File: src/shared/mfh_pkg.sv
// Constants, types and helpers for the monitor channel handler.
// Assumes a 32-bit register bus and a 32-channel monitor link.
package mfh_pkg;
	// Register byte offsets
	localparam logic [7:0] ADR_CMD  = 8'h00;
	localparam logic [7:0] ADR_STAT = 8'h04;
	localparam logic [7:0] ADR_IRQ  = 8'h08;
	localparam logic [7:0] ADR_FIFO = 8'h0C;
	localparam logic [7:0] ADR_SUB  = 8'h10;
	localparam logic [7:0] ADR_MODE = 8'h14;
	localparam logic [7:0] ADR_ACT  = 8'h18;
	localparam logic [7:0] ADR_MAP  = 8'h1C;
	// Field positions
	localparam int CMD_RST  = 0;
	localparam int CMD_SRCH = 1;
	localparam int MODE_HS  = 0;
	localparam int MODE_OPS = 1;
	localparam int IRQ_ACT  = 0;
	localparam int IRQ_DONE = 1;
	// Transfer codes and address selectors
	localparam logic [1:0] CODE_TX   = 2'h1;
	localparam logic [1:0] CODE_TXRX = 2'h2;
	localparam logic [1:0] CODE_CONT = 2'h3;
	localparam logic [1:0] SEL_BC    = 2'h1;
	localparam logic [1:0] SEL_TEST  = 2'h2;
	// Reset values
	localparam logic [7:0]  SUB_RST  = 8'h00;
	localparam logic [1:0]  MODE_RST = 2'h0;
	localparam logic [31:0] MAP_RST  = 32'h0000_0000;
	// Sizes, frame counts, receive slot offset and bus response codes
	localparam logic [4:0] FIFO_DEPTH = 5'h10;
	localparam logic [4:0] BC_LAST    = 5'h02;
	localparam logic [5:0] LINE_OFS   = 6'h04;
	localparam logic [1:0] RESP_OK    = 2'h0;
	localparam logic [1:0] RESP_ERR   = 2'h2;

	typedef enum logic [2:0] {s_idle, s_tx, s_hold, s_rx, s_full} mfh_state_t;

	// Frames in a non-handshake receive phase
	function automatic logic [4:0] rx_frames(input logic [1:0] sel);
		case (sel)
			2'h0: rx_frames = 5'h01;
			2'h1: rx_frames = 5'h02;
			2'h2: rx_frames = 5'h08;
			default: rx_frames = 5'h10;
		endcase
	endfunction : rx_frames

	// Lowest channel with an active handshake
	function automatic logic [5:0] first_set(input logic [31:0] m);
		first_set = 6'h00;
		for (int k = 31; k >= 0; k--) begin
			if (m[k]) begin
				first_set = 6'(k);
			end
		end
	endfunction : first_set
endpackage : mfh_pkg

File: src/design/mfh_core.sv
// Monitor channel command handler: FIFO, transfer engine, search, AXI4-Lite slave.
// Assumes link pins are asynchronous and a frame marker rises once per frame.
`timescale 1ns/1ps
module mfh_core (
	input  wire logic        i_mclk,
	input  wire logic        i_rst_b,
	input  wire logic [7:0]  i_awaddr,
	input  wire logic        i_awvalid,
	output logic             o_awready,
	input  wire logic [31:0] i_wdata,
	input  wire logic [3:0]  i_wstrb,
	input  wire logic        i_wvalid,
	output logic             o_wready,
	output logic [1:0]       o_bresp,
	output logic             o_bvalid,
	input  wire logic        i_bready,
	input  wire logic [7:0]  i_araddr,
	input  wire logic        i_arvalid,
	output logic             o_arready,
	output logic [31:0]      o_rdata,
	output logic [1:0]       o_rresp,
	output logic             o_rvalid,
	input  wire logic        i_rready,
	input  wire logic        i_frame,
	input  wire logic [7:0]  i_rx_data,
	input  wire logic        i_rx_hs,
	input  wire logic        i_rx_ack,
	input  wire logic        i_rx_abort,
	input  wire logic [31:0] i_act_map,
	output logic [7:0]       o_tx_data,
	output logic [31:0]      o_tx_map,
	output logic             o_tx_hs,
	output logic [5:0]       o_rx_slot,
	output logic             o_rx_ack
);
	mfh_pkg::mfh_state_t st_q, st_d;
	logic [43:0] sy1_q, sy2_q;
	logic        fr_q, fr, lhs, lack, lab;
	logic [7:0]  ld;
	logic [31:0] lmap;
	logic [7:0]  mem [16];
	logic [3:0]  wp_q, wp_d, rp_q, rp_d;
	logic [4:0]  cnt_q, cnt_d, fc_q, fc_d;
	logic        push, pop, frst, wr, rd, cmd_wr, ae, emp, full;
	logic [7:0]  pdat, stat;
	logic        dir_q, dir_d, ab_q, ab_d, w_q, w_d, q_q, q_d;
	logic        cont_q, cont_d, rxa_q, rxa_d, bc_q, bc_d;
	logic        srch_q, srch_d;
	logic [7:0]  sub_q, sub_d;
	logic [1:0]  mode_q, mode_d, irq_q, irq_d;
	logic [5:0]  act_q, act_d, rsl_q, rsl_d;
	logic [31:0] map_q, map_d, txm_q, txm_d;
	logic [7:0]  txd_q, txd_d;
	logic        txh_q, txh_d, rak_q, rak_d;
	logic        awr_q, awr_d, bv_q, bv_d, arr_q, arr_d, rv_q, rv_d;
	logic [1:0]  br_q, br_d, rr_q, rr_d;
	logic [31:0] rdt_q, rdt_d;
	// Local names for the package state literals
	localparam mfh_pkg::mfh_state_t s_idle = mfh_pkg::s_idle;
	localparam mfh_pkg::mfh_state_t s_tx   = mfh_pkg::s_tx;
	localparam mfh_pkg::mfh_state_t s_hold = mfh_pkg::s_hold;
	localparam mfh_pkg::mfh_state_t s_rx   = mfh_pkg::s_rx;
	localparam mfh_pkg::mfh_state_t s_full = mfh_pkg::s_full;

	// Synchronised link pins
	assign {ld, lhs, lack, lab, lmap} = sy2_q[42:0];
	assign fr = sy2_q[43] & ~fr_q;
	// Live status view
	assign emp  = (cnt_q == 5'h00);
	assign full = (cnt_q == mfh_pkg::FIFO_DEPTH);
	assign ae   = (st_q == s_idle) || (st_q == s_hold) || (st_q == s_full);
	assign stat = {3'h0, st_q != s_idle, ab_q, ae, dir_q, emp};

	// Next-state logic for bus, FIFO, transfer engine and search
	always_comb begin
		st_d = st_q; dir_d = dir_q; ab_d = ab_q; w_d = w_q; q_d = q_q;
		cont_d = cont_q; rxa_d = rxa_q; bc_d = bc_q; fc_d = fc_q;
		srch_d = srch_q; sub_d = sub_q; mode_d = mode_q; irq_d = irq_q;
		act_d = act_q; map_d = map_q; txm_d = txm_q; txd_d = txd_q;
		txh_d = txh_q; rak_d = rak_q; rsl_d = rsl_q;
		br_d = br_q; rr_d = rr_q; rdt_d = rdt_q;
		push = 1'b0;
		pop = 1'b0;
		frst = 1'b0;
		pdat = ld;
		// Bus handshakes: one write and one read in flight
		wr = awr_q & i_awvalid & i_wvalid;
		rd = arr_q & i_arvalid;
		cmd_wr = wr && (i_awaddr == mfh_pkg::ADR_CMD) && i_wstrb[0];
		awr_d = ~awr_q & i_awvalid & i_wvalid & ~bv_q;
		arr_d = ~arr_q & i_arvalid & ~rv_q;
		bv_d = wr | (bv_q & ~i_bready);
		rv_d = rd | (rv_q & ~i_rready);
		// Read data and read side effects
		if (rd) begin
			rr_d = mfh_pkg::RESP_OK;
			rdt_d = 32'h0000_0000;
			case (i_araddr)
				mfh_pkg::ADR_STAT: rdt_d[7:0] = stat;
				mfh_pkg::ADR_IRQ: begin
					rdt_d[1:0] = irq_q;
					irq_d = 2'h0;
				end
				mfh_pkg::ADR_FIFO: begin
					rdt_d[7:0] = mem[rp_q];
					pop = ae & dir_q & ~emp;
				end
				mfh_pkg::ADR_SUB:  rdt_d[7:0] = sub_q;
				mfh_pkg::ADR_MODE: rdt_d[1:0] = mode_q;
				mfh_pkg::ADR_ACT:  rdt_d[5:0] = act_q;
				mfh_pkg::ADR_MAP:  rdt_d = map_q;
				mfh_pkg::ADR_CMD: ;
				default: rr_d = mfh_pkg::RESP_ERR;
			endcase
		end
		// Per-frame transfer engine
		if (fr) begin
			rak_d = 1'b0;
			case (st_q)
				s_tx: begin
					if (emp && !w_q) begin
						if (cont_q) begin
							st_d = s_hold;
							txh_d = 1'b1;
							irq_d[mfh_pkg::IRQ_DONE] = 1'b1;
						end else if (rxa_q) begin
							st_d = s_rx;
							txh_d = 1'b0;
							txm_d = '0;
							fc_d = 5'h00;
							q_d = 1'b0;
						end else begin
							st_d = s_idle;
							txh_d = 1'b0;
							txm_d = '0;
							irq_d[mfh_pkg::IRQ_DONE] = 1'b1;
						end
					end else if (!mode_q[mfh_pkg::MODE_HS]) begin
						pop = 1'b1;
						txd_d = mem[rp_q];
						txm_d = bc_q ? map_q : (32'h0000_0001 << sub_q[4:0]);
					end else if (bc_q) begin
						fc_d = (fc_q == mfh_pkg::BC_LAST) ? 5'h00 : 5'(fc_q + 5'h01);
						if (fc_q == 5'h00) begin
							pop = 1'b1;
							txd_d = mem[rp_q];
							txh_d = 1'b1;
							txm_d = map_q;
						end
					end else if (lab) begin
						st_d = s_idle;
						ab_d = 1'b1;
						txh_d = 1'b0;
						txm_d = '0;
						irq_d[mfh_pkg::IRQ_DONE] = 1'b1;
					end else if (!w_q) begin
						pop = 1'b1;
						txd_d = mem[rp_q];
						txh_d = 1'b1;
						txm_d = 32'h0000_0001 << sub_q[4:0];
						w_d = 1'b1;
					end else if (lack) begin
						w_d = 1'b0;
					end
				end
				s_rx: begin
					if (mode_q[mfh_pkg::MODE_HS]) begin
						if (lhs) begin
							q_d = 1'b0;
							if (full) begin
								st_d = s_full;
								irq_d[mfh_pkg::IRQ_DONE] = 1'b1;
							end else begin
								push = 1'b1;
								rak_d = 1'b1;
							end
						end else if (q_q) begin
							st_d = s_idle;
							irq_d[mfh_pkg::IRQ_DONE] = 1'b1;
						end else begin
							q_d = 1'b1;
						end
					end else begin
						push = ~full;
						fc_d = 5'(fc_q + 5'h01);
						if (5'(fc_q + 5'h01) == mfh_pkg::rx_frames(sub_q[7:6])) begin
							st_d = s_idle;
							irq_d[mfh_pkg::IRQ_DONE] = 1'b1;
						end
					end
				end
				default: ;
			endcase
			// Search for a remote transmitter
			if (srch_q && (lmap != 32'h0000_0000)) begin
				srch_d = 1'b0;
				act_d = mfh_pkg::first_set(lmap);
				irq_d[mfh_pkg::IRQ_ACT] = 1'b1;
			end
		end
		// Register writes and commands
		if (wr) begin
			br_d = mfh_pkg::RESP_OK;
			case (i_awaddr)
				mfh_pkg::ADR_SUB:  sub_d = i_wdata[7:0];
				mfh_pkg::ADR_MODE: mode_d = i_wdata[1:0];
				mfh_pkg::ADR_MAP:  map_d = i_wdata;
				mfh_pkg::ADR_FIFO: begin
					push = i_wstrb[0] & ae & ~dir_q & ~full;
					pdat = i_wdata[7:0];
				end
				mfh_pkg::ADR_CMD, mfh_pkg::ADR_STAT,
				mfh_pkg::ADR_IRQ, mfh_pkg::ADR_ACT: ;
				default: br_d = mfh_pkg::RESP_ERR;
			endcase
		end
		if (cmd_wr && i_wdata[mfh_pkg::CMD_RST]) begin
			frst = 1'b1;
			st_d = s_idle;
			dir_d = 1'b0; ab_d = 1'b0; w_d = 1'b0;
			cont_d = 1'b0; rxa_d = 1'b0; bc_d = 1'b0;
			txh_d = 1'b0; rak_d = 1'b0; txm_d = '0;
		end else if (cmd_wr) begin
			if (i_wdata[mfh_pkg::CMD_SRCH] && mode_q[mfh_pkg::MODE_HS]) begin
				srch_d = 1'b1;
			end
			if (ae && (i_wdata[3:2] != 2'h0)) begin
				w_d = 1'b0; q_d = 1'b0; fc_d = 5'h00; dir_d = 1'b0;
				cont_d = 1'b0; rxa_d = 1'b0; bc_d = 1'b0;
				rsl_d = sub_q[5:0];
				st_d = s_tx;
				case (i_wdata[3:2])
					mfh_pkg::CODE_TX: begin
						if (sub_q[7:6] == mfh_pkg::SEL_TEST) begin
							st_d = s_idle;
							dir_d = 1'b1;
							irq_d[mfh_pkg::IRQ_DONE] = 1'b1;
						end
						bc_d = (sub_q[7:6] == mfh_pkg::SEL_BC);
					end
					mfh_pkg::CODE_TXRX: rxa_d = 1'b1;
					default: begin
						cont_d = mode_q[mfh_pkg::MODE_HS];
						rxa_d = ~mode_q[mfh_pkg::MODE_HS];
						if (!mode_q[mfh_pkg::MODE_HS]) begin
							rsl_d = 6'(sub_q[5:0] + mfh_pkg::LINE_OFS);
						end
					end
				endcase
			end
		end
		if (st_d == s_rx && st_q != s_rx) begin
			dir_d = 1'b1;
		end
		if (!mode_q[mfh_pkg::MODE_OPS]) begin
			srch_d = 1'b0;
		end
		// FIFO pointers; reset leaves it empty and writable
		if (frst) begin
			wp_d = 4'h0; rp_d = 4'h0; cnt_d = 5'h00;
		end else begin
			wp_d = 4'(wp_q + {3'h0, push});
			rp_d = 4'(rp_q + {3'h0, pop});
			cnt_d = 5'(cnt_q + {4'h0, push} - {4'h0, pop});
		end
	end

	// Registers
	always_ff @(posedge i_mclk or negedge i_rst_b) begin
		if (!i_rst_b) begin
			sy1_q <= '0; sy2_q <= '0; fr_q <= 1'b0;
			st_q <= s_idle; dir_q <= 1'b0; ab_q <= 1'b0; w_q <= 1'b0;
			q_q <= 1'b0; cont_q <= 1'b0; rxa_q <= 1'b0; bc_q <= 1'b0;
			fc_q <= 5'h00; srch_q <= 1'b0; sub_q <= mfh_pkg::SUB_RST;
			mode_q <= mfh_pkg::MODE_RST; irq_q <= 2'h0; act_q <= 6'h00;
			map_q <= mfh_pkg::MAP_RST; txm_q <= '0; txd_q <= 8'h00;
			txh_q <= 1'b0; rak_q <= 1'b0; rsl_q <= 6'h00;
			wp_q <= 4'h0; rp_q <= 4'h0; cnt_q <= 5'h00;
			awr_q <= 1'b0; bv_q <= 1'b0; arr_q <= 1'b0; rv_q <= 1'b0;
			br_q <= 2'h0; rr_q <= 2'h0; rdt_q <= 32'h0000_0000;
		end else begin
			sy1_q <= {i_frame, i_rx_data, i_rx_hs, i_rx_ack, i_rx_abort, i_act_map};
			sy2_q <= sy1_q;
			fr_q <= sy2_q[43];
			st_q <= st_d; dir_q <= dir_d; ab_q <= ab_d; w_q <= w_d;
			q_q <= q_d; cont_q <= cont_d; rxa_q <= rxa_d; bc_q <= bc_d;
			fc_q <= fc_d; srch_q <= srch_d; sub_q <= sub_d;
			mode_q <= mode_d; irq_q <= irq_d; act_q <= act_d;
			map_q <= map_d; txm_q <= txm_d; txd_q <= txd_d;
			txh_q <= txh_d; rak_q <= rak_d; rsl_q <= rsl_d;
			wp_q <= wp_d; rp_q <= rp_d; cnt_q <= cnt_d;
			awr_q <= awr_d; bv_q <= bv_d; arr_q <= arr_d; rv_q <= rv_d;
			br_q <= br_d; rr_q <= rr_d; rdt_q <= rdt_d;
		end
	end

	// Message storage
	always_ff @(posedge i_mclk) begin
		if (push && !frst) begin
			mem[wp_q] <= pdat;
		end
	end

	// Outputs straight from flops
	assign o_awready = awr_q;
	assign o_wready  = awr_q;
	assign o_bvalid  = bv_q;
	assign o_bresp   = br_q;
	assign o_arready = arr_q;
	assign o_rvalid  = rv_q;
	assign o_rresp   = rr_q;
	assign o_rdata   = rdt_q;
	assign o_tx_data = txd_q;
	assign o_tx_map  = txm_q;
	assign o_tx_hs   = txh_q;
	assign o_rx_slot = rsl_q;
	assign o_rx_ack  = rak_q;
endmodule : mfh_core

File: config.mk
export PLATFORM = sky130hd
export DESIGN_NAME = mfh_core
export DESIGN_NICKNAME = d
export VERILOG_FILES = /design/src/shared/mfh_pkg.sv /design/src/design/mfh_core.sv
export SDC_FILE = /design/constraint.sdc
export NUM_CORES = 1
export LEC_CHECK = 0
export BUFFER_PORTS_ARGS = -buffer_cell sky130_fd_sc_hd__buf_2
export CAP_MARGIN = 5
export CELL_PAD_IN_SITES_DETAIL_PLACEMENT = 0
export CELL_PAD_IN_SITES_GLOBAL_PLACEMENT = 1
export CORE_ASPECT_RATIO = 1.75
export CORE_MARGIN = 5
export CORE_UTILIZATION = 30
export CTS_CLUSTER_DIAMETER = 40
export DETAILED_ROUTE_END_ITERATION = 10
export HOLD_SLACK_MARGIN = 0.06
export PLACE_DENSITY = 0.58
export SYNTH_ARGS = -nofsm -noshare
export SYNTH_HDL_FRONTEND = slang
export SYNTH_SLANG_ARGS = --single-unit
File: constraint.sdc
create_clock -name i_mclk -period 4.3 [get_ports i_mclk]
set_input_delay 0.43 -clock i_mclk [delete_from_list [all_inputs] [get_ports i_mclk]]
set_output_delay 0.43 -clock i_mclk [all_outputs]
set_load 0.1 [all_outputs]
==> run summary, run 1 <==
The worst reg2reg path endpoint is cnt_q[4]. The path class of the tightest hold or removal check is in -> reg. The congestion estimate from routability-driven global placement came to 0.850. The logs give 620 ps for the worst reg-to-reg setup slack and 32200 um for the HPWL after detailed placement. After filler insertion, the fill cell instance count of the layout stands at 4892. Net switching is 23.6% of the power. Summing all placed instances gives a cell area of 17400 um2. The floorplan step defined a die boundary enclosing 56500 um2. Of the total power, combinational logic draws 5.4%. The die is 182 um wide. The floorplan has 110 rows. Setup repair after global routing left no endpoint under its margin. For this block, the initial DRC count from the detailed router was 427.

At the worst endpoint, the arrival time is 4150 ps. In the global route stage, overall resource usage came out at 15.4%. In this run the worst path has a maximum fanout of 9.

The root buffer cell chosen for the clock tree is sky130_fd_sc_hd__clkbuf_16. The tools report the number of maximum-capacitance violations as 0. The library cells used most frequently in the layout, excluding fill and tap cells, are sky130_fd_sc_hd__dfrtp_1, sky130_fd_sc_hd__buf_2, sky130_fd_sc_hd__edfxtp_1, sky130_fd_sc_hd__nand2_1.

The max-slew violation total from the final report is 0. The synthesized flop and latch total is 381, and the maximum buffer depth of the clock tree is 3. In this run the cell area of the synthesized design comes to 15500 um2. The data required time at the worst endpoint was 4770 ps. The number of synthesized flops with an enable pin is 128. For this run, the share of the core covered by cells in the final layout is 37.4%.

Cells with a size suffix above 1 make up 28.7% of the layout. For the final setup TNS, the log shows 0 ps. Measured in cells, the most critical reg-to-reg path has a length of 14. The internal power of the cells totals 6.04 mW. For this design the ratio of total power to cell area is 412 nW/um2. TritonCTS built the clock tree. The worst setup path is captured at a flip-flop.

After global routing the overflow that remains totals 0. The share of async-settable or async-resettable flops after synthesis was 66.4%. For this run, the top clock speed supported by timing is 272 MHz.

The wire length of the first global-routing pass was 67300 um. The run finished with clean final reports. The startpoint identified for the worst hold timing path is i_wdata[22]. In the synthesized netlist the dominant register cell turns out to be sky130_fd_sc_hd__dfrtp_1.

The library cell used most frequently in the layout, excluding fill and tap cells, is sky130_fd_sc_hd__dfrtp_1. The logs give 10900 for the number of global-route vias before repair and 381 for the TritonCTS sink count. Post-CTS timing repair inserted 0 buffers for setup. In this run the tool buffered the top-level ports with 186 buffer cells.

Setup violations remaining at the end of the flow were counted as 0. The portion of total power attributed to sequential cells was 49.0%. Synthesis instantiated 79 different standard cells from the library. The tools report the effective utilization at floorplan as 30.2%.

The source of the worst register-to-register timing path is o_awready. The final hold violation count is 0. After detailed routing, the number of vias per cell comes to 4.91. The synthesized area per cell was 14.0 um2.

For the yosys synthesis warning count, the log shows 0. The run gives 0 as the antenna diode count. For the number of resized instances in the post-cts repair step, the log shows 0.

Initial antenna violation count: 2. Hold is met by 96.8 ps. Dividing the detail-routed wire length by the instance count gives 21.2 um. For this run, the detailed router's first-pass iteration total came to 5. The worst setup path is launched from a flip-flop. The top-level I/O count came out at 192. Worst slew slack as a fraction of its limit: 19.1%. In this run the standard cell core region covers 51300 um2. IR analysis of the VDD net gives a maximum drop of 0.278 mV.

The total vias in the final route is 10200. The leakage power figure was 8.05 nW. After detailed routing, the number of remaining DRC violations is 0. Summing all flip-flop and latch instances after layout gives 10200 um2. The tools report the area taken by multi-input logic gates as 4990 um2.

In this run, the clock network consumes 45.6% of the power. The critical path ends at cnt_q[4]. The total chip power was 7.91 mW; the final non-filler cell area was 19200 um2.

The post-place setup slack was 490 ps; the shortest period the worst path allows was 3680 ps. For the post-synthesis sequential area ratio, the log shows 65.7%. Once detail routing completed, the nets flagged for antenna violations numbered 0.

In this run the power spent charging and discharging nets is 1.87 mW. Including well taps, the total number of placed cells is 1946. The tools report the worst setup slack after layout as 617 ps. The final cycle utilization of the critical path came out at 85.7%. At the later pin of the worst-skew pair, clock insertion delay measures 560 ps. At the pin with the least slew margin, the transition time is 1210 ps. The H-tree was split into 2 levels. The launching element of the worst setup path is o_awready. For this run, the number of standard cells in the final layout without fillers is 2069.

Synthesis-to-layout area growth: 23.9%. The critical path is of the reg -> reg type. In this run, CTS created clock tree buffers numbering 43. In the final design database the tool counted 1486 nets. Clock-pin slew was measured on the worst setup and hold paths at 60 ps.

Wires add up to 43900 um. Measured along the y axis, the die boundary spans 311 um. The maximum number of pins on one net before global-route repair came out at 116. Synthesis produced a netlist whose cell count is 1107. Between clock sinks in the finished design, the worst skew comes to 25.2 ps.
[cell usage after synthesis, types with 20 or more instances]
cell type / instances / share of area (%)
sky130_fd_sc_hd__a21oi_1: 46 / 1.5
sky130_fd_sc_hd__a22o_1: 40 / 2.3
sky130_fd_sc_hd__clkbuf_1: 45 / 1.1
sky130_fd_sc_hd__dfrtp_1: 253 / 41
sky130_fd_sc_hd__edfxtp_1: 128 / 25
sky130_fd_sc_hd__inv_1: 30 / 0.73
sky130_fd_sc_hd__mux2_2: 56 / 4.1
sky130_fd_sc_hd__mux4_2: 40 / 5.8
sky130_fd_sc_hd__nand2_1: 82 / 2.0
sky130_fd_sc_hd__nor2_1: 57 / 1.4
sky130_fd_sc_hd__nor3_1: 27 / 0.87
sky130_fd_sc_hd__o21ai_0: 46 / 1.5
sky130_fd_sc_hd__o31ai_1: 20 / 0.97
[how the worst min path moves through the flow]
stage                     end  slack (ps)  cells after the start
finish              map_q[22]         100                      2
global route        map_q[22]          80                      2
CTS                 map_q[22]          60                      2
detailed placement  sy2_q[35]         330                      0
global placement    sy2_q[37]         340                      0
floorplan                ab_q         130                      0
[sequential cells by signal, indices dropped and copies added (netlist names), 5 cells and up]
name,flops
act_q,5
o_rx_slot,6
o_rdata,32
fc_q,5
o_tx_data,8
sy1_q,44
sub_q,8
cnt_q,5
mem,128
o_tx_map,32
map_q,32
sy2_q,44
[repair_timing]
| item | 4_1_cts | 5_1_grt |
|---|---|---|
| hold buffers | 46 | 0 |
| endpoints found under the hold margin | 158 | 0 |
| setup endpoints to repair | 0 | 0 |
[cell families (layout without fill, tap and decap cells)]
kind of cell / Yosys count / count (layout) / synth area share, %
AND/OR/NAND/NOR: 288 / 288 / 9.79
flip-flops: 381 / 381 / 65.7
XOR/XNOR: 13 / 13 / 0.735
AO/OA/AOI/OAI: 209 / 209 / 9.24
other: 1 / 2 / 0.0242
adder cells (fa/ha/maj): 18 / 18 / 1.50
buffers and inverters: 86 / 375 / 2.17
multiplexers: 111 / 111 / 10.9
[layout make-up]
cell class,count,share of cell area (%)
Clock buffer,52,5.94
Inverter,30,0.586
Sequential cell,381,53.0
Timing Repair Buffer,268,8.84
Tap cell,672,4.38
Clock inverter,25,1.28
Multi-Input combinational cell,641,26.0
[power groups by stage]
stage	Sequential, mW	Combinational, mW	Clock (mW)
3_3_place_gp	3.95	0.390	0
6_report	3.87	0.425	3.61
5_1_grt	3.88	0.473	3.86
2_1_floorplan	3.97	0.192	0
4_1_cts	3.87	0.434	3.72
3_5_place_dp	3.95	0.400	0
[routing by layer]
metal | vias to the layer above | part of all wire, % | global-route usage, %
met5 | - | 0 | 0
met3 | 68 | 4.3 | 2.06
met1 | 5148 | 37 | 17.3
met4 | 0 | 3.0 | 4.95
met2 | 256 | 55 | 29.6
li1 | 4683 | - | -
[critical path, cell delays in order, from the launching register on]
cell and delay [ps]:
sky130_fd_sc_hd__dfrtp_1 420, sky130_fd_sc_hd__nand3_1 220, sky130_fd_sc_hd__nor4_4 100, sky130_fd_sc_hd__buf_4 200
sky130_fd_sc_hd__or4_2 670, sky130_fd_sc_hd__a21oi_2 290, sky130_fd_sc_hd__inv_1 80, sky130_fd_sc_hd__ha_1 270
sky130_fd_sc_hd__inv_1 40, sky130_fd_sc_hd__ha_1 200, sky130_fd_sc_hd__fa_1 450, sky130_fd_sc_hd__a21oi_1 140
sky130_fd_sc_hd__nor2_1 60, sky130_fd_sc_hd__or3_1 340, sky130_fd_sc_hd__a21oi_1 140
Note: power is estimated with default switching activity, not from simulation.
==> run 2, diff against run 1 <==
Settings changed: ABC_AREA set to 1, CORE_MARGIN 5 to 3, PLACE_DENSITY 0.58 to 0.6.
==> run summary, run 2 <==
The run gives 35500 um (+9.9%) as the HPWL after detailed placement. The wire length per cell was 19.3 um (-9.3%); the final hold violation count was 0 (unchanged). STA classifies the critical path startpoint as a flip-flop. The share of post-route cells with drive strength above 1 came out at 17.9% (-11 points).

The run gives 0.838 (-1.4%) as the global placer's final weighted congestion. The switching share of total power works out to 23.7% (+0.087 points). The total power divided by cell area is 405 nW/um2 (-1.7%).

The tools report the overall fraction of global-route tracks in use as 16.9% (+1.6 points). For the number of failing setup endpoints in the final timing report, the log shows 0 (unchanged). The largest registers in the layout are mem: 128 flops, sy1_q: 44 flops, sy2_q: 44 flops.

TritonCTS built the clock tree. Total number of nets in the final design: 1945 (+31%). The number of synthesized flops with an enable pin came out at 128 (unchanged).

The wire length of the first global-routing pass came out at 74800 um (+11%). For the setup fix buffers added after clock tree synthesis, the log shows 0 (unchanged). In the layout the commonest cells are sky130_fd_sc_hd__dfrtp_1, sky130_fd_sc_hd__nand2_1, sky130_fd_sc_hd__inv_1, sky130_fd_sc_hd__buf_2, sky130_fd_sc_hd__edfxtp_1. Setup repair after global routing left no endpoint under its margin. The final setup TNS came out at 0 ps (unchanged). In the post-synthesis netlist, the cell with the most instances is sky130_fd_sc_hd__dfrtp_1. The commonest register cell after synthesis is sky130_fd_sc_hd__dfrtp_1. The tools report the initial antenna violation count as 4 (+2). The hold buffer count at CTS is 47 (+2.2%), and the leakage power figure is 9.36 nW (+16%). Actual transition at the worst max-transition pin: 1110 ps (-101 ps). The type of the tightest min-delay check was in -> reg. The post-place setup slack is 1080 ps (+590 ps). The synthesized area per cell was 10.3 um2 (-26%); the height of the chip was 315 um (+1.4%). The maximum buffer depth of the clock tree is 3 (unchanged). The tools report the effective utilization at floorplan as 30.5% (+0.29 points). The number of global-route vias before repair was 12600 (+16%).

The flip-flop count of the largest register after layout is 128 (unchanged), and the total CTS buffers is 41 (-4.7%). The worst slew slack as a fraction of its limit is 25.9% (+6.7 points), and the TritonCTS sink count is 381 (unchanged). For the number of instances in the synthesized netlist, the log shows 1582 (+43%). Maximum number of pins on one net before global-route repair: 105 (-9.5%).

The mean number of vias per cell was 4.82 (-1.8%). CTS placed an instance of sky130_fd_sc_hd__clkbuf_16 at the clock tree root. The library cell used most frequently in the layout, excluding fill and tap cells, is sky130_fd_sc_hd__dfrtp_1. The data required time at the worst endpoint is 4740 ps (-30 ps), and the synthesis-to-layout area growth is 22.8%.

The synthesized flop and latch total was 381 (unchanged). The H-tree depth reported by CTS was 2 (unchanged). The run gives 52 (-34%) as the number of different library cells in the post-synthesis netlist.

The tools report the yosys synthesis warning count as 0 (unchanged). The core box area was 53700 um2 (+4.5%). Area enclosed by the die boundary: 57400 um2 (+1.7%). The total wire length after detailed routing is 48900 um (+11%).

Total congestion overflow after global routing: 0 (unchanged). The logs give 47.7% (-1.3 points) for the portion of total power attributed to sequential cells and 6.20 mW (+2.6%) for the cell-internal power. For the mapped cell area, the log shows 16300 um2 (+5.5%). The run gives 0 (unchanged) as the number of remaining DRC errors.

The run gives 1.93 mW (+3.1%) as the switching power. The post-synthesis sequential area ratio is 62.2% (-3.4 points). In the post-synthesis netlist, the biggest area contributors are sky130_fd_sc_hd__dfrtp_1, sky130_fd_sc_hd__edfxtp_1, sky130_fd_sc_hd__nand2_1. The top-area cell type share of the netlist area was 38.7% (-2.1 points); the width of the chip was 182 um (+0.38%). The run gives 313 MHz (+15%) as the upper clock frequency limit.

Critical path data arrival time: 3640 ps (-510 ps). The largest total area in the synthesized netlist belongs to sky130_fd_sc_hd__dfrtp_1. The top-level I/O count was 192 (unchanged); the shortest period the worst path allows was 3200 ps (-486 ps). The CTS clock-pin slew for the worst setup and hold paths was 70 ps (about the same); the final cycle utilization of the critical path was 74.3% (-11 points). The maximum VDD drop is 0.290 mV (+4.2%), and the residual antenna-violating net count after detailed routing is 0 (unchanged). The number of resized instances in the post-cts repair step was 0 (unchanged). The proportion of power drawn by combinational gates is 5.9% (+0.5 points).

The number of I/O port buffers was 186 (unchanged). For the final worst clock skew, the log shows 19.9 ps (-5.32 ps). The max-slew violation total from the final report was 0 (unchanged). The total vias in the final route was 12300 (+21%). Clock latency on the worst-skew pair: 560 ps (about the same).

Largest fanout on the critical path: 16 (+7). The largest register by flop count was mem. The share of async-settable or async-resettable flops after synthesis works out to 66.4% (unchanged). Element type at the critical path end: a flip-flop. The worst setup path is of the reg -> reg kind. Detailed-routing iteration count for the pre-antenna-repair pass: 5 (unchanged). The first-iteration detailed-routing DRC count was 743 (+74%). The number of filler instances in the final layout is 5334 (+9.0%).

The run gives 1100 ps (+486 ps) as the worst setup slack after layout. The commonest cells after synthesis are sky130_fd_sc_hd__dfrtp_1, sky130_fd_sc_hd__nand2_1, sky130_fd_sc_hd__inv_1, sky130_fd_sc_hd__edfxtp_1, sky130_fd_sc_hd__nor2_1. The tools report the number of maximum-capacitance violations as 0 (unchanged). The row count was 112 (+1.8%). Power share of the clock group: 46.4% (+0.8 points).

The run finished with clean final reports.
==> run 2: cell types whose count changed in the layout (fill, tap and decap cells not counted), sizes merged, moves of 48 or more <==
cell,before,now
nand3,19,67
o21ai,47,124
o211ai,2,57
inv,39,220
nor2,58,130
nand2,82,237
mux2,56,0
==> run 2: worst paths after layout <==
path                           start           to  slack (ps)  cells past startpoint
min in group asynchronous    i_rst_b  o_rdata[20]         520                      2
max in group asynchronous    i_rst_b    map_q[23]        2710                      3
hold reg to reg            sy1_q[38]    sy2_q[38]         330                      0
setup / recovery           mode_q[0]     cnt_q[4]        1100                     14
hold / removal             i_awvalid    o_awready          90                      3
setup reg to reg           mode_q[0]     cnt_q[4]        1100                     14
==> run 2: cells by family (layout without fill, tap and decap cells) <==
group,count (synthesis),in the layout,synth area share (%)
AO/OA/AOI/OAI,376,376,14.8
XOR/XNOR,11,11,0.589
adder cells (fa/ha/maj),18,18,1.42
buffers and inverters,287,561,6.83
flip-flops,381,381,62.2
multiplexers,32,32,1.96
other,1,3,0.0229
AND/OR/NAND/NOR,476,476,12.2
==> run 2: area by class of cell <==
class / instances / area [um2] / share of cell area [%]
Antenna cell: 1 / 2.50 / 0.0125
Tap cell: 684 / 856 / 4.26
Sequential cell: 381 / 10200 / 50.7
Multi-Input combinational cell: 915 / 5070 / 25.2
Clock buffer: 49 / 1090 / 5.41
Inverter: 212 / 796 / 3.96
Clock inverter: 27 / 349 / 1.74
Timing Repair Buffer: 273 / 1740 / 8.65
==> run 2: per-layer routing <==
metal	up-vias	GRT usage (%)	part of all wire, %
met5	-	0	0.055
met4	4	6.46	3.9
met3	81	2.96	4.9
met2	305	33.1	56
met1	5955	17.7	36
li1	5905	-	-
==> run 2: power groups by stage <==
| stage | registers (mW) | clock network (mW) | logic [mW] |
|---|---|---|---|
| CTS | 3.87 | 3.88 | 0.488 |
| floorplan | 3.99 | 0 | 0.211 |
| global route | 3.88 | 3.99 | 0.536 |
| detailed placement | 3.95 | 0 | 0.454 |
| finish | 3.87 | 3.77 | 0.479 |
| global placement | 3.94 | 0 | 0.450 |
==> run 2: per-stage QoR <==
stage          power [mW]  hold WS, ps  std cells  instance area, um2  utilization (%)
6_report             8.12         93.8       2542               20100             37.4
5_1_grt              8.41          101       2541               20100             37.4
4_1_cts              8.24         63.6       2541               20100             37.4
3_5_place_dp         4.40          335       2418               18200             33.8
3_3_place_gp         4.39          335       2418               18200             33.8
2_1_floorplan        4.20          134       1583               16400                -
==> run 2: worst max-delay path, cell delays in order, from the launching register on <==
cell,delay (ps)
sky130_fd_sc_hd__dfrtp_1,730
sky130_fd_sc_hd__inv_1,320
sky130_fd_sc_hd__nor2_1,200
sky130_fd_sc_hd__o21ai_0,100
sky130_fd_sc_hd__nand3_1,130
sky130_fd_sc_hd__o31ai_1,130
sky130_fd_sc_hd__ha_1,300
sky130_fd_sc_hd__inv_1,40
sky130_fd_sc_hd__ha_1,200
sky130_fd_sc_hd__fa_1,430
sky130_fd_sc_hd__a21oi_1,150
sky130_fd_sc_hd__o21bai_1,90
sky130_fd_sc_hd__xor2_1,150
sky130_fd_sc_hd__nand2_1,70
sky130_fd_sc_hd__inv_1,40
==> run 3, diff against run 2 <==
Settings changed: PLACE_DENSITY 0.6 to 0.62.
Clock period 4.3 ns to 2.6 ns, I/O delays scaled along.
==> run summary, run 3 (synthesis gave the netlist of run 2 again) <==
The upper clock frequency limit is 375 MHz (+20%). The largest register by flop count is mem. The worst slew slack as a fraction of its limit is 50.0% (+24 points), and the shortest period the worst path allows is 2670 ps (-530 ps). The run gives 570 ps (about the same) as the clock latency on the worst-skew pair. The worst setup path is launched from a flip-flop. The number of failing setup endpoints in the final timing report was 1 (+1); the wire length of the first global-routing pass was 77500 um (+3.6%). Top-level I/O count: 192 (unchanged). The flow ran to the end, but the final reports show violations. The worst-case hold slack is 86.0 ps (-7.79 ps). The total power divided by cell area came out at 647 nW/um2 (+60%). The total vias in the final route came out at 12900 (+5.2%).

The TritonCTS sink count came out at 381 (unchanged). Setup repair after global routing could not meet its margin everywhere. Leaving out fill and tap cells, the most frequent cell in the layout is sky130_fd_sc_hd__dfrtp_1.

The tools report the effective utilization at floorplan as 30.5% (unchanged). The height of the chip came out at 315 um (unchanged). For the total congestion overflow after global routing, the log shows 0 (unchanged). The worst register-to-register path begins at cnt_q[2]. The number of global-route vias before repair was 13100 (+4.0%). The width of the chip is 182 um (unchanged), and the final setup TNS is -67.1 ps (-67.1 ps). The launching element of the worst setup path was cnt_q[2]. The signal on the critical path passes through inv_2 > ha_4 > nand2_4 > nor3_4 > nand2_2 > o21ai_2 > inv_2 > nand3_4 > o31ai_4 > ha_1 > inv_2 > ha_4 > fa_2 > a21oi_2 > o21bai_1 > xor2_1 > nand2_1 > inv_1. The post-place setup slack is -254 ps (-1330 ps), and the share of post-route cells with drive strength above 1 is 23.5% (+5.6 points). Overall fraction of global-route tracks in use: 17.7% (+0.72 points). The element type at the critical path end was a flip-flop. The mean number of vias per cell came out at 4.79 (-0.60%). The HPWL after detailed placement was 38500 um (+8.6%). The slowest stage of the critical path belongs to the cell sky130_fd_sc_hd__fa_2. The final non-filler cell area is 21600 um2 (+7.6%).

The run gives 0.413 mV (+42%) as the maximum VDD drop. The detailed-routing iteration count for the pre-antenna-repair pass is 5 (unchanged), and the maximum cell stage delay along the critical path is 390 ps (-340 ps). Core box area: 53700 um2 (unchanged). The number of remaining DRC errors came out at 0 (unchanged).

The final cycle utilization of the critical path is 103% (+28 points), and the total wire length after detailed routing is 51100 um (+4.3%). The total number of nets in the final design was 2092 (+7.6%); the actual transition at the worst max-transition pin was 743 ps (-366 ps). The flip-flop count of the largest register after layout works out to 128 (unchanged). TritonCTS built the clock tree. The largest fanout on the critical path is 2 (-14), and the CTS clock-pin slew for the worst setup and hold paths is 60 ps (about the same).

The tools report the row count as 112 (unchanged). The largest registers in the layout are mem: 128 flops, sy1_q: 44 flops, sy2_q: 44 flops. The max-slew violation total from the final report was 0 (unchanged).

The logs give 32.2 ps (+12.3 ps) for the final worst clock skew and 2 (unchanged) for the H-tree depth reported by CTS. The number of I/O port buffers was 186 (unchanged); the first-iteration detailed-routing DRC count was 634 (-15%). For the total CTS buffers, the log shows 43 (+4.9%).

For the worst setup slack after layout, the log shows -67.1 ps (-1170 ps). The run gives 0 (unchanged) as the residual antenna-violating net count after detailed routing. Relative to the synthesized area, the layout overhead comes to 32.1%.

The data required time at the worst endpoint was 3040 ps (-1700 ps). Type of the worst setup path: reg -> reg. The critical path data arrival time is 3110 ps (-530 ps), and the instance area at placement is 19100 um2 (+5.3%). The wire length per cell came out at 19.0 um (-1.4%). Global placer's final weighted congestion: 0.897 (+7.0%). Initial antenna violation count: 0 (-4). In this design, the critical path's most frequently occurring cell is sky130_fd_sc_hd__inv_2. The tools report the maximum number of pins on one net before global-route repair as 79 (-25%). The top cell types in the final layout, fill and taps aside, are sky130_fd_sc_hd__dfrtp_1, sky130_fd_sc_hd__nand2_1, sky130_fd_sc_hd__inv_1, sky130_fd_sc_hd__buf_2, sky130_fd_sc_hd__buf_4. Maximum buffer depth of the clock tree: 3 (unchanged).

The checks that failed: setup timing. Clock tree synthesis selected as its root buffer the cell sky130_fd_sc_hd__clkbuf_16. The antenna diode count was 0 (-1). The tools report the leakage power figure as 10.1 nW (+8.3%). Share of the core filled with cells in the final layout: 40.2% (+2.8 points).

Startpoint of the most critical hold path: i_wdata[1]. In this run the worst hold path is classified as in -> reg. The final hold violation count is 0 (unchanged). Number of maximum-capacitance violations: 0 (unchanged). Area enclosed by the die boundary: 57400 um2 (unchanged).
-- run 3: changes by cell type in the layout (fill, tap and decap cells not counted), sizes merged, moves of 3 or more --
cell         change
clkinvlp         -3
inv              -3
clkinv           +4
clkbuf           +5
dlygate4sd3     +35
buf            +110
-- run 3: repair_timing --
action / 4_1_cts / 5_1_grt
endpoints found under the setup margin: 2 / 138
hold endpoints to repair: 148 / 0
gates resized for setup: 2 / 14
pin swaps: 2 / 11
hold buffers: 82 / 0
setup buffers: 0 / 6
-- run 3: per-layer routing --
layer / vias to the layer above / share of wire (%) / global-route usage (%)
met1: 6257 / 36 / 18.4
met2: 327 / 54 / 33.4
li1: 6197 / - / -
met5: - / 0 / 0
met4: 0 / 5.5 / 9.22
met3: 100 / 4.7 / 3.02
-- run 3: final timing paths --
| kind | endpoint | slack [ps] | cells after the start |
|---|---|---|---|
| worst min register to register | sy2_q[1] | 340 | 0 |
| worst max register to register | cnt_q[4] | -70 | 18 |
| worst min-delay path | srch_q | 90 | 3 |
| min in group asynchronous | sy2_q[30] | 240 | 2 |
| max in group asynchronous | o_arready | 1480 | 3 |
| worst max-delay path | cnt_q[4] | -70 | 18 |
-- run 3: cell type report --
cell class                      instances  area (um2)
Tap cell                              684         856
Timing Repair Buffer                  418        3040
Clock buffer                           54        1200
Multi-Input combinational cell        915        5170
Sequential cell                       381       10200
Clock inverter                         25         350
Fill cell                            5220       32100
Inverter                              212         796
-- run 3: power breakdown --
group	total, mW	internal [mW]	switching (mW)
registers	6.40	6.33	0.0704
logic	1.04	0.423	0.616
clock network	6.53	3.93	2.60
total	14.0	10.7	3.29
-- run 3: per-stage QoR --
stage / std cells / power (mW)
floorplan: 1583 / 6.97
global route: 2689 / 14.5
global placement: 2522 / 7.42
finish: 2689 / 14.0
detailed placement: 2522 / 7.43
CTS: 2683 / 14.1
-- run 3: critical path, delay by kind of cell (launching register included) --
kind	cells	cell delay, ps
buffers and inverters	4	220
AND/OR/NAND/NOR	5	450
XOR/XNOR	1	140
AO/OA/AOI/OAI	4	380
flip-flops	1	380
adder cells (fa/ha/maj)	4	980
